### src/quad_pot_regs.vh
// Constants for the quad potentiometer command engine
`ifndef QUAD_POT_REGS_VH
`define QUAD_POT_REGS_VH

// ----------------------------------------------------------------
// Memory map (command_address_field values)
// ----------------------------------------------------------------
`define QP_ADDR_WIPER0 4'h0
`define QP_ADDR_WIPER1 4'h1
`define QP_ADDR_TCON0 4'h4
`define QP_ADDR_STATUS 4'h5
`define QP_ADDR_WIPER2 4'h6
`define QP_ADDR_WIPER3 4'h7
`define QP_ADDR_TCON1 4'ha
`define QP_MEM_DEPTH 16

// ----------------------------------------------------------------
// Command byte layout and command_opcode_field encodings
// ----------------------------------------------------------------
`define QP_CMD_ADDR_MSB 7
`define QP_CMD_ADDR_LSB 4
`define QP_CMD_OP_MSB 3
`define QP_CMD_OP_LSB 2
`define QP_CMD_TOP_BIT 0
`define QP_OP_WRITE 2'h0
`define QP_OP_INC 2'h1
`define QP_OP_DEC 2'h2
`define QP_OP_READ 2'h3

// ----------------------------------------------------------------
// Wiper ranges, reset values and byte bit counts
// ----------------------------------------------------------------
`define QP_FULL_8BIT 9'h100
`define QP_FULL_7BIT 9'h080
`define QP_MID_8BIT 9'h080
`define QP_MID_7BIT 9'h040
`define QP_TCON_RESET 9'h1ff
`define QP_BITS_PER_BYTE 4'h8
`define QP_LAST_TX_BIT 4'h7

`endif

### src/quad_pot_i2c_command_engine.v
// I2C slave command engine of a quad volatile digital potentiometer
`timescale 1ns/100ps
// Functional notes
// - Write is control byte, ack, command byte, ack, data byte, ack, then Stop/Restart.
// - Volatile data is committed during the acknowledge after each full byte.
// - Stop or Restart inside a data byte discards it; location unchanged.
// - One control byte allows many command/data pairs to any volatile address.
// - High voltage on address pin zero flags the command sequence as high-voltage.
// - Read: write control, command, restart, read control, high byte, ack, low byte.
// - Reads use the last valid command address; pointer resets to 00h.
// - Address pointer survives Stop and Repeated Start.
// - Device keeps sending while master acknowledges; master ends with a nack.
// - On master nack the device releases the data line.
// - Undefined command: data line released, bus ignored until Start and control byte.
// - Increment valid only at wiper addresses 00h, 01h, 06h, 07h.
// - Increment adds one, saturating at 100h or 80h by resolution.
// - Increment leaves full-scale or reserved values unchanged.
// - Wiper takes its incremented value right after the command acknowledge.
// - Any valid command may follow an increment without a Stop.
// - Invalid address/opcode pair is not acknowledged; commands ignored until Start.
// - Write value is command top bit joined above the eight data bits.
`include "quad_pot_regs.vh"

module quad_pot_i2c_command_engine #(
  parameter EIGHT_BIT = 1,
  // Upper five slave address bits; value is arbitrary
  parameter [4:0] SLAVE_ADDR_HI = 5'h0a
) (
  input wire sys_clk_i,
  input wire rst_i,
  input wire brownout_reset_i,
  input wire scl_i,
  input wire sda_i,
  output reg sda_o,
  output reg sda_oe_o,
  input wire slave_address_pin_zero_i,
  input wire slave_address_pin_one_i,
  input wire high_voltage_command_flag_i,
  output reg high_voltage_command_flag_o,
  output wire [35:0] wiper_o,
  output wire [17:0] tcon_o
);

  // ----------------------------------------------------------------
  // States and byte phases
  // ----------------------------------------------------------------
  localparam [2:0] ST_IDLE = 3'h0;
  localparam [2:0] ST_RX = 3'h1;
  localparam [2:0] ST_ACK = 3'h2;
  localparam [2:0] ST_TX = 3'h3;
  localparam [2:0] ST_MACK = 3'h4;
  localparam [2:0] ST_IGN = 3'h5;
  localparam [1:0] PH_CTRL = 2'h0;
  localparam [1:0] PH_CMD = 2'h1;
  localparam [1:0] PH_DATA = 2'h2;

  // Resolution picks the ceiling and the reset mid-scale
  localparam [8:0] FULL = EIGHT_BIT ? `QP_FULL_8BIT : `QP_FULL_7BIT;
  localparam [8:0] MID = EIGHT_BIT ? `QP_MID_8BIT : `QP_MID_7BIT;

  // ----------------------------------------------------------------
  // Decoding helpers
  // ----------------------------------------------------------------
  // Legal address/opcode pairs; decrement is not built here
  function cmd_ok;
    input [3:0] adr;
    input [1:0] op;
    reg wiper;
    reg vol;
    begin
      wiper = (adr == `QP_ADDR_WIPER0) || (adr == `QP_ADDR_WIPER1) ||
              (adr == `QP_ADDR_WIPER2) || (adr == `QP_ADDR_WIPER3);
      vol = wiper || (adr == `QP_ADDR_TCON0) || (adr == `QP_ADDR_TCON1);
      case (op)
        `QP_OP_WRITE: cmd_ok = vol;
        `QP_OP_INC: cmd_ok = wiper;
        `QP_OP_READ: cmd_ok = vol || (adr == `QP_ADDR_STATUS);
        default: cmd_ok = 1'b0;
      endcase
    end
  endfunction

  // High byte carries only data bit 8; the seven bits above it read zero
  function [7:0] rd_byte;
    input [8:0] val;
    input lo;
    begin
      rd_byte = lo ? val[7:0] : {7'h00, val[8]};
    end
  endfunction

  // ----------------------------------------------------------------
  // Input synchronisers
  // ----------------------------------------------------------------
  reg scl_s1_q, scl_s2_q, scl_d3_q;
  reg sda_s1_q, sda_s2_q, sda_d3_q;
  reg hv_s1_q, hv_s2_q;
  reg bor_s1_q, bor_s2_q;
  reg [1:0] pin_s1_q, pin_s2_q;

  // Pins come from another domain, so two flops before any use
  always @(posedge sys_clk_i) begin
    scl_s1_q <= scl_i;
    scl_s2_q <= scl_s1_q;
    scl_d3_q <= scl_s2_q;
    sda_s1_q <= sda_i;
    sda_s2_q <= sda_s1_q;
    sda_d3_q <= sda_s2_q;
    hv_s1_q <= high_voltage_command_flag_i;
    hv_s2_q <= hv_s1_q;
    bor_s1_q <= brownout_reset_i;
    bor_s2_q <= bor_s1_q;
    pin_s1_q <= {slave_address_pin_one_i, slave_address_pin_zero_i};
    pin_s2_q <= pin_s1_q;
  end

  // Bus events, seen only on the second and third stage
  wire scl_rise = scl_s2_q & ~scl_d3_q;
  wire scl_fall = ~scl_s2_q & scl_d3_q;
  wire start_det = scl_s2_q & scl_d3_q & sda_d3_q & ~sda_s2_q;
  wire stop_det = scl_s2_q & scl_d3_q & ~sda_d3_q & sda_s2_q;
  // Brown-out clears the same state as a power-on reset
  wire rst_all = rst_i | bor_s2_q;

  // ----------------------------------------------------------------
  // Engine state
  // ----------------------------------------------------------------
  reg [2:0] state_q;
  reg [2:0] nxt_q;
  reg [1:0] phase_q;
  reg [3:0] cnt_q;
  reg [7:0] sh_q;
  reg [3:0] ptr_q;
  reg top_q;
  reg inc_q;
  reg lo_q;
  reg mack_q;
  reg [8:0] mem_q [0:`QP_MEM_DEPTH-1];
  wire [3:0] cmd_adr = sh_q[`QP_CMD_ADDR_MSB:`QP_CMD_ADDR_LSB];
  wire [1:0] cmd_op = sh_q[`QP_CMD_OP_MSB:`QP_CMD_OP_LSB];
  wire [8:0] cur_val = mem_q[ptr_q];
  wire [7:0] next_byte = rd_byte(cur_val, ~lo_q);
  integer i;

  // Byte engine: receive, acknowledge, transmit, watch master ack
  always @(posedge sys_clk_i) begin
    sda_o <= 1'b0;
    if (rst_all) begin
      state_q <= ST_IDLE;
      nxt_q <= ST_RX;
      phase_q <= PH_CTRL;
      cnt_q <= 4'h0;
      sh_q <= 8'h00;
      ptr_q <= `QP_ADDR_WIPER0;
      top_q <= 1'b0;
      inc_q <= 1'b0;
      lo_q <= 1'b0;
      mack_q <= 1'b0;
      sda_oe_o <= 1'b0;
      high_voltage_command_flag_o <= 1'b0;
      for (i = 0; i < `QP_MEM_DEPTH; i = i + 1) begin
        mem_q[i] <= 9'h000;
      end
      mem_q[`QP_ADDR_WIPER0] <= MID;
      mem_q[`QP_ADDR_WIPER1] <= MID;
      mem_q[`QP_ADDR_WIPER2] <= MID;
      mem_q[`QP_ADDR_WIPER3] <= MID;
      mem_q[`QP_ADDR_TCON0] <= `QP_TCON_RESET;
      mem_q[`QP_ADDR_TCON1] <= `QP_TCON_RESET;
    end else if (start_det) begin
      // A Start aborts anything; half-received bytes are dropped
      state_q <= ST_RX;
      phase_q <= PH_CTRL;
      cnt_q <= 4'h0;
      inc_q <= 1'b0;
      sda_oe_o <= 1'b0;
      high_voltage_command_flag_o <= hv_s2_q;
    end else if (stop_det) begin
      // Pointer is left alone across Stop
      state_q <= ST_IDLE;
      inc_q <= 1'b0;
      sda_oe_o <= 1'b0;
    end else begin
      case (state_q)
        ST_RX: begin
          if (scl_rise) begin
            sh_q <= {sh_q[6:0], sda_s2_q};
            cnt_q <= cnt_q + 4'h1;
          end else if (scl_fall && cnt_q == `QP_BITS_PER_BYTE) begin
            cnt_q <= 4'h0;
            case (phase_q)
              PH_CTRL: begin
                if (sh_q[7:1] == {SLAVE_ADDR_HI, pin_s2_q}) begin
                  sda_oe_o <= 1'b1;
                  state_q <= ST_ACK;
                  phase_q <= PH_CMD;
                  lo_q <= 1'b0;
                  nxt_q <= sh_q[0] ? ST_TX : ST_RX;
                end else begin
                  state_q <= ST_IGN;
                end
              end
              PH_CMD: begin
                if (cmd_ok(cmd_adr, cmd_op)) begin
                  sda_oe_o <= 1'b1;
                  state_q <= ST_ACK;
                  nxt_q <= ST_RX;
                  ptr_q <= cmd_adr;
                  top_q <= sh_q[`QP_CMD_TOP_BIT];
                  inc_q <= (cmd_op == `QP_OP_INC);
                  // Increment and read stay in command phase
                  phase_q <= (cmd_op == `QP_OP_WRITE) ? PH_DATA : PH_CMD;
                end else begin
                  // Line stays released: that is the nack
                  state_q <= ST_IGN;
                end
              end
              default: begin
                // Data is committed as the acknowledge starts
                mem_q[ptr_q] <= {top_q, sh_q};
                sda_oe_o <= 1'b1;
                state_q <= ST_ACK;
                nxt_q <= ST_RX;
                phase_q <= PH_CMD;
              end
            endcase
          end
        end
        ST_ACK: begin
          if (scl_fall) begin
            inc_q <= 1'b0;
            // Saturate at full scale; reserved values stay as they are
            if (inc_q && cur_val < FULL) begin
              mem_q[ptr_q] <= cur_val + 9'h001;
            end
            if (nxt_q == ST_TX) begin
              sh_q <= rd_byte(cur_val, 1'b0);
              // High byte MSB is always zero, so the line goes low first
              sda_oe_o <= 1'b1;
              cnt_q <= 4'h0;
              state_q <= ST_TX;
            end else begin
              sda_oe_o <= 1'b0;
              state_q <= ST_RX;
            end
          end
        end
        ST_TX: begin
          if (scl_fall) begin
            if (cnt_q == `QP_LAST_TX_BIT) begin
              // Release so the master can answer
              sda_oe_o <= 1'b0;
              state_q <= ST_MACK;
            end else begin
              sh_q <= {sh_q[6:0], 1'b0};
              sda_oe_o <= ~sh_q[6];
              cnt_q <= cnt_q + 4'h1;
            end
          end
        end
        ST_MACK: begin
          if (scl_rise) begin
            mack_q <= ~sda_s2_q;
          end else if (scl_fall) begin
            if (mack_q) begin
              // Same location again, alternating high and low byte
              lo_q <= ~lo_q;
              sh_q <= next_byte;
              sda_oe_o <= ~next_byte[7];
              cnt_q <= 4'h0;
              state_q <= ST_TX;
            end else begin
              sda_oe_o <= 1'b0;
              state_q <= ST_IGN;
            end
          end
        end
        ST_IGN: begin
          // Only a Start, or a Stop into idle, gets out of here
          sda_oe_o <= 1'b0;
        end
        default: begin
          sda_oe_o <= 1'b0;
        end
      endcase
    end
  end

  // ----------------------------------------------------------------
  // Outputs straight from the storage flops
  // ----------------------------------------------------------------
  // Wipers 3..0 and terminal control words 1..0
  assign wiper_o = {mem_q[`QP_ADDR_WIPER3], mem_q[`QP_ADDR_WIPER2],
                    mem_q[`QP_ADDR_WIPER1], mem_q[`QP_ADDR_WIPER0]};
  assign tcon_o = {mem_q[`QP_ADDR_TCON1], mem_q[`QP_ADDR_TCON0]};

endmodule // quad_pot_i2c_command_engine

### config.mk
export PLATFORM = sky130hd
export DESIGN_NAME = quad_pot_i2c_command_engine
export DESIGN_NICKNAME = d
export VERILOG_FILES = /design/src/quad_pot_i2c_command_engine.v
export VERILOG_INCLUDE_DIRS = /design/src
export SDC_FILE = /design/constraint.sdc
export NUM_CORES = 1
export LEC_CHECK = 0
export ABC_AREA = 0
export BUFFER_PORTS_ARGS = -buffer_cell sky130_fd_sc_hd__buf_4
export CAP_MARGIN = 25
export CORE_MARGIN = 2
export CORE_UTILIZATION = 49
export DETAILED_ROUTE_END_ITERATION = 10
export GPL_ROUTABILITY_DRIVEN = 0
export PLACE_DENSITY = 0.74
export SLEW_MARGIN = 20
export SYNTH_ARGS = -nofsm -noshare
export SYNTH_HDL_FRONTEND = slang
export SYNTH_SLANG_ARGS = --single-unit
### constraint.sdc
create_clock -name sys_clk_i -period 4.3 [get_ports sys_clk_i]
set_input_delay 0.86 -clock sys_clk_i [delete_from_list [all_inputs] [get_ports sys_clk_i]]
set_output_delay 0.86 -clock sys_clk_i [all_outputs]
set_load 0.02 [all_outputs]
==> results of run 1 <==
synthesized netlist by cell type, types with 11 or more instances:
cell / count / area share
sky130_fd_sc_hd__a21oi_1: 13 / 0.0076
sky130_fd_sc_hd__dfxtp_1: 46 / 0.11
sky130_fd_sc_hd__clkbuf_1: 14 / 0.0061
sky130_fd_sc_hd__nand2_1: 65 / 0.028
sky130_fd_sc_hd__buf_2: 12 / 0.0070
sky130_fd_sc_hd__mux2i_1: 16 / 0.019
sky130_fd_sc_hd__nand3_1: 11 / 0.0064
sky130_fd_sc_hd__edfxtp_1: 144 / 0.50
sky130_fd_sc_hd__nor2_1: 172 / 0.075
sky130_fd_sc_hd__mux4_2: 36 / 0.095
sky130_fd_sc_hd__a22oi_1: 15 / 0.013
routing by layer:
layer | track usage | vias up | part of all wire
met5 | 0 | - | 0
met4 | 0.107 | 0 | 0.029
met3 | 0.0716 | 67 | 0.10
met2 | 0.420 | 389 | 0.50
met1 | 0.318 | 3040 | 0.37
li1 | - | 2650 | -
area by class of cell:
class	count	area (sq um)	share of cell area
clock buffers	19	433	0.0440
clock inverters	13	144	0.0146
inverters	9	33.8	0.00343
multi-input cells	452	3080	0.313
flip-flops and latches	190	5250	0.533
well taps	225	282	0.0286
repair buffers	83	627	0.0637
metrics by stage:
| step | setup slack [ps] | std cells | utilization |
|---|---|---|---|
| 2_1_floorplan | 1440 | 689 | - |
| 3_3_place_gp | 597 | 958 | 0.539 |
| 3_5_place_dp | 570 | 958 | 0.539 |
| 4_1_cts | 559 | 990 | 0.573 |
| 5_1_grt | 375 | 991 | 0.573 |
| 6_report | 528 | 991 | 0.573 |
path summary, 6_finish.rpt:
| kind | startpoint | to | slack, ps | cells past startpoint |
|---|---|---|---|---|
| max | flop | mem_q[10][8] | 530 | 9 |
| min reg2reg | sda_s1_q | sda_s2_q | 330 | 0 |
| min | sda_s1_q | sda_s2_q | 330 | 0 |
| max reg2reg | flop | mem_q[10][8] | 530 | 9 |
power breakdown:
group	total [mW]	switching [mW]	internal, mW
clock network	1.55	0.727	0.821
logic	0.133	0.0878	0.0457
registers	2.03	0.0277	2.01
cells by family (layout without fill, tap and decap cells):
family                   after synthesis  in the layout
buffers and inverters                 47            124
XOR/XNOR                               9              9
AND/OR/NAND/NOR                      308            308
adder cells (fa/ha/maj)                3              3
flip-flops                           190            190
other                                  1              1
AO/OA/AOI/OAI                         76             76
multiplexers                          55             55
worst max-delay path, stage by stage, from the launching register on:
cell	delay (ps)
sky130_fd_sc_hd__dfxtp_2	630
sky130_fd_sc_hd__buf_4	360
sky130_fd_sc_hd__mux4_2	580
sky130_fd_sc_hd__a22oi_1	300
sky130_fd_sc_hd__nand2_1	190
sky130_fd_sc_hd__and2_1	240
sky130_fd_sc_hd__and4_4	210
sky130_fd_sc_hd__a32oi_2	620
sky130_fd_sc_hd__buf_4	300
sky130_fd_sc_hd__nand2_1	70
sequential cells by signal (all words and copies together) (netlist names), 2 cells and up, named ones only:
register and flops:
pin_s2_q 2, pin_s1_q 2, cnt_q 4, phase_q 2, mem_q 144, ptr_q 4, state_q 3, sh_q 8
==> impl_metrics.py, run 1 <==
metrics = {
    "timing": {
        "relSlewSlack": 0.329,
        "rsz_0062_raised_after_global_routing": "no",
        "timing_worst_slew_pin_value_ps": 1000,
        "timing.setup.tns_ps": 0,
        "final_max_slew_viols": 0,
        "finalHoldViolations": 0,
        "final.min_clock_period_ps": 3770,
        "achievable-frequency_ghz": 0.265,
        "fin_skew_ps": 18.0,
        "setup_viol_count_final": 0,
        "fin_crit_sh": 0.877,
        "finalHoldWorstSlack_ps": 328,
    },
    "synth": {
        "synth_ff_type": "sky130_fd_sc_hd__edfxtp_1",
        "synth-compound-area-share": 0.0667,
        "synthSimpleGateAreaFrac": 0.161,
        "postSynth.asyncResetShare": 0,
        "synthesis.instances": 689,
        "synth_edf_count": 144,
        "seq_area_frac_synth": 0.612,
        "syn_avg_cell_area_sq_um": 12.4,
        "syn_nets": 700,
        "synthesis.area_sq_um": 8570,
        "muxShareOfSynthArea": 0.118,
        "synth.lib_cells_used.distinct": 68,
        "ys_seq_elements": 190,
        "yosys_warnings": 0,
        "synthesized_area_fraction_occupied_by_adder_cells": 0.00438,
        "combinational_family_with_the_most_area_after_synthesis": "simple AND/OR/NAND/NOR gates",
        "synth_xor_xnor_area_share": 0.00920,
    },
    "floorplanning": {
        "fp-row-count": 48,
        "die_width_um": 136,
        "fp.dieH_um": 136,
        "initial_utilization": 0.499,
        "fp.coreArea_sq_um": 17200,
        "ioPinCount": 65,
        "die_area_sq_um": 18600,
    },
    "worst_setup_path": {
        "worst_path_maximum_fanout": 13,
        "cp_data_arrival_time_ps": 3960,
        "timing.critical_path.from_type": "flop",
        "endpoint_kind": "flop",
        "critical_path_class": "reg2reg",
        "critPathRequiredTime_ps": 4480,
    },
    "place": {
        "portBuffers": 63,
        "place_area_sq_um": 9260,
        "dpl.hpwl_um": 16200,
    },
    "route": {
        "drcViolationCount": 0,
        "drt-initial-drc-count": 908,
        "wirelength_um": 22800,
        "final_antenna_net_count": 0,
        "total_vias_in_the_final_route": 6146,
        "firstDrtPassIters": 6,
        "drt-vias-per-instance": 6.20,
        "average_routed_wire_per_standard_cell_um": 23.1,
    },
    "final_layout": {
        "flow.area_growth_from_synthesis_pct": 14.9,
        "final_common_cell": "sky130_fd_sc_hd__nor2_1",
        "share_of_layout_cells_above_drive_strength_1": 0.218,
        "n_antenna_cell": 0,
        "filler_cell_count": 1421,
        "num-nets-final": 764,
        "layout.cell_area.non_filler_sq_um": 9850,
        "most-common-layout-cells": "172 x sky130_fd_sc_hd__nor2_1, 144 x sky130_fd_sc_hd__edfxtp_1, 82 x sky130_fd_sc_hd__buf_4",
    },
    "clock_tree": {
        "number_of_buffers_inserted_during_clock_tree_synthesis": 17,
        "cts-htree-levels": 4,
        "clk-insertion-delay-late_ps": 440,
        "clk_pin_slew_worst_paths_ps": 70,
        "cts-resized-gates": 0,
        "cts_num_sinks": 190,
        "tritoncts_clock_tree": "yes",
        "ctsHoldBuffers": 0,
        "cts_root_buf": "sky130_fd_sc_hd__clkbuf_16",
        "cts.path.max_buffers": 2,
        "post_cts_buffers": 0,
    },
    "grt": {
        "grt.total_usage": 0.255,
        "grt-ovfl-total": 0,
        "antenna_found_initial": 0,
        "first_global_vias": 6041,
        "grt_start_max_net_pins": 23,
        "grt_pass1_wl_um": 34400,
    },
    "power": {
        "p_leak_nw": 3.40,
        "worst_ir_drop_vdd_mv": 0.274,
        "power.total_mw": 3.71,
        "power.density_cell_area_nw_per_um2": 377,
    },
    "flow_run": {
        "maxCapViolations": 0,
    },
    "status": {
        "run_status": "complete, no violations",
    },
    "hold_path": {
        "worstHoldPathType": "reg2reg",
    },
}
No activity file was read; power rests on OpenSTA's default activity.
==> inputs of run 2 (changes only) <==
--- a/config.mk
+++ b/config.mk
@@ -7,13 +7,13 @@
 export NUM_CORES = 1
 export LEC_CHECK = 0
 export ABC_AREA = 0
-export BUFFER_PORTS_ARGS = -buffer_cell sky130_fd_sc_hd__buf_4
 export CAP_MARGIN = 25
 export CORE_MARGIN = 2
 export CORE_UTILIZATION = 49
 export DETAILED_ROUTE_END_ITERATION = 10
+export DONT_BUFFER_PORTS = 1
 export GPL_ROUTABILITY_DRIVEN = 0
-export PLACE_DENSITY = 0.74
+export PLACE_DENSITY = 0.71
 export SLEW_MARGIN = 20
 export SYNTH_ARGS = -nofsm -noshare
 export SYNTH_HDL_FRONTEND = slang
==> constraint.sdc (replaced) <==
create_clock -name sys_clk_i -period 4.3 [get_ports sys_clk_i]
set_input_delay 0.86 -clock sys_clk_i [delete_from_list [all_inputs] [get_ports sys_clk_i]]
set_output_delay 0.86 -clock sys_clk_i [all_outputs]
set_load 0.01 [all_outputs]
==> run 2 against run 1 <==
  * Global-route usage fell by 0.22 points
  * Critical path depth is 1 lower
  * Non-clock buffer count decreased by 66
  * Final area shrank 5.0%
  * Maximum frequency decreased by 5.1%
  * Clock skew is 9.1 ps lower
  * Hold slack worse by 0.76 ps
  * Largest cell class unchanged
  * First-iteration DRC count down 15%
  * Final cell count shrank 6.7%
  * Sequential share of layout area is 2.8 points higher
==> impl_metrics.py, run 2 (synthesis gave the netlist of run 1 again) <==
metrics = {
    "timing": {
        "timing_worst_slew_pin_value_ps": 1070,
        "achievable-frequency_ghz": 0.252,
        "timing.setup.tns_ps": 0,
        "fin_crit_sh": 0.924,
        "finalHoldViolations": 0,
        "rsz_0062_raised_after_global_routing": "no",
        "setup_viol_count_final": 0,
        "final.min_clock_period_ps": 3980,
        "final_max_slew_viols": 0,
        "fin_skew_ps": 8.91,
        "relSlewSlack": 0.288,
    },
    "route": {
        "final_antenna_net_count": 0,
        "drcViolationCount": 0,
        "average_routed_wire_per_standard_cell_um": 24.3,
        "drt-vias-per-instance": 6.23,
        "wirelength_um": 22400,
        "total_vias_in_the_final_route": 5766,
        "firstDrtPassIters": 5,
        "drt-initial-drc-count": 768,
    },
    "hold_path": {
        "worstHoldPathType": "reg2reg",
    },
    "floorplanning": {
        "die_width_um": 136,
        "ioPinCount": 65,
        "fp.dieH_um": 136,
        "fp.coreArea_sq_um": 17200,
        "fp-row-count": 48,
        "initial_utilization": 0.499,
        "die_area_sq_um": 18600,
    },
    "worst_setup_path": {
        "critical-path-slowest-cell": "sky130_fd_sc_hd__a32oi_2",
        "endpoint_kind": "flop",
        "cp_data_arrival_time_ps": 4120,
        "critical_path_buf_inv_count": 1,
        "critPathRequiredTime_ps": 4440,
        "timing.critical_path.from_type": "flop",
        "critical_path_class": "reg2reg",
        "crit_top_cell": "sky130_fd_sc_hd__nand2_1",
        "crit_chain": "buf_4, mux4_2, a22oi_1, nand2_1, and2_1, and4_4, a32oi_2, nand2_1",
        "worst_path_maximum_fanout": 17,
        "critical_path.top_delay_family": "compound AO/OA/AOI/OAI gates",
        "critPathMaxStageDelay_ps": 860,
    },
    "grt": {
        "first_global_vias": 5538,
        "grt_start_max_net_pins": 26,
        "grt-ovfl-total": 0,
        "antenna_found_initial": 0,
        "grt.total_usage": 0.253,
        "grt_pass1_wl_um": 33700,
    },
    "power": {
        "power.total_mw": 3.68,
        "power.density_cell_area_nw_per_um2": 393,
        "worst_ir_drop_vdd_mv": 0.252,
        "p_leak_nw": 3.09,
    },
    "clock_tree": {
        "clk_pin_slew_worst_paths_ps": 70,
        "cts-htree-levels": 4,
        "cts_root_buf": "sky130_fd_sc_hd__clkbuf_16",
        "clk-insertion-delay-late_ps": 430,
        "cts-resized-gates": 0,
        "cts.path.max_buffers": 2,
        "number_of_buffers_inserted_during_clock_tree_synthesis": 17,
        "cts_num_sinks": 190,
        "tritoncts_clock_tree": "yes",
        "post_cts_buffers": 0,
        "ctsHoldBuffers": 0,
    },
    "place": {
        "portBuffers": 0,
        "place_area_sq_um": 8780,
        "dpl.hpwl_um": 15800,
    },
    "final_layout": {
        "flow.area_growth_from_synthesis_pct": 9.20,
        "num-nets-final": 698,
        "share_of_layout_cells_above_drive_strength_1": 0.143,
        "n_antenna_cell": 0,
        "layout.cell_area.non_filler_sq_um": 9360,
        "largest_registers": "mem_q: 144 flops, sh_q: 8 flops",
        "final_common_cell": "sky130_fd_sc_hd__nor2_1",
        "regMostFlops": "mem_q",
        "flip_flop_count_of_the_largest_register_all_copies_and_words_added": 144,
        "most-common-layout-cells": "172 x sky130_fd_sc_hd__nor2_1, 144 x sky130_fd_sc_hd__edfxtp_1, 65 x sky130_fd_sc_hd__nand2_1",
    },
    "status": {
        "run_status": "complete, no violations",
    },
    "flow_run": {
        "maxCapViolations": 0,
    },
}
[run 2: worst reg2reg max path: stages (launching register included)]
cell and delay (ps):
sky130_fd_sc_hd__dfxtp_2 740, sky130_fd_sc_hd__buf_4 340, sky130_fd_sc_hd__mux4_2 540, sky130_fd_sc_hd__a22oi_1 380, sky130_fd_sc_hd__nand2_1 250, sky130_fd_sc_hd__and2_1 250, sky130_fd_sc_hd__and4_4 210, sky130_fd_sc_hd__a32oi_2 860
sky130_fd_sc_hd__nand2_1 130
[run 2: per-stage QoR]
step | worst slack, ps | util | hold WS [ps] | instances
after detailed placement | 436 | 0.511 | 312 | 892
after global placement | 509 | 0.510 | 310 | 891
after CTS | 427 | 0.544 | 328 | 924
after floorplan | 1470 | - | 310 | 689
after global routing | 34.5 | 0.545 | 339 | 925
final | 325 | 0.545 | 327 | 925
[run 2: layout make-up]
class,count,area [sq um]
clock buffers,18,429
clock inverters,14,141
fillers,1465,7820
inverters,9,33.8
multi-input cells,452,3080
flip-flops and latches,190,5250
well taps,225,282
repair buffers,17,141
[run 2: worst paths after layout]
kind / start / to / slack [ps] / cells after the start
worst max-delay path: flop / mem_q[4][8] / 320 / 8
worst min-delay path: hv_s1_q / hv_s2_q / 330 / 0
worst max register to register: flop / mem_q[4][8] / 320 / 8
worst min register to register: hv_s1_q / hv_s2_q / 330 / 0
[run 2: power breakdown]
part | total [mW] | internal, mW | switching [mW]
Sequential | 2.04 | 2.01 | 0.0324
Clock | 1.54 | 0.858 | 0.685
Combinational | 0.0963 | 0.0274 | 0.0690
Total | 3.68 | 2.89 | 0.786
[run 2: per-layer routing]
metal	routed length [um]	global-route usage	up-vias
met1	8610	0.337	2847
met2	10900	0.402	364
met5	0	0	-
met3	2460	0.0794	37
met4	505	0.0729	0
li1	-	-	2518
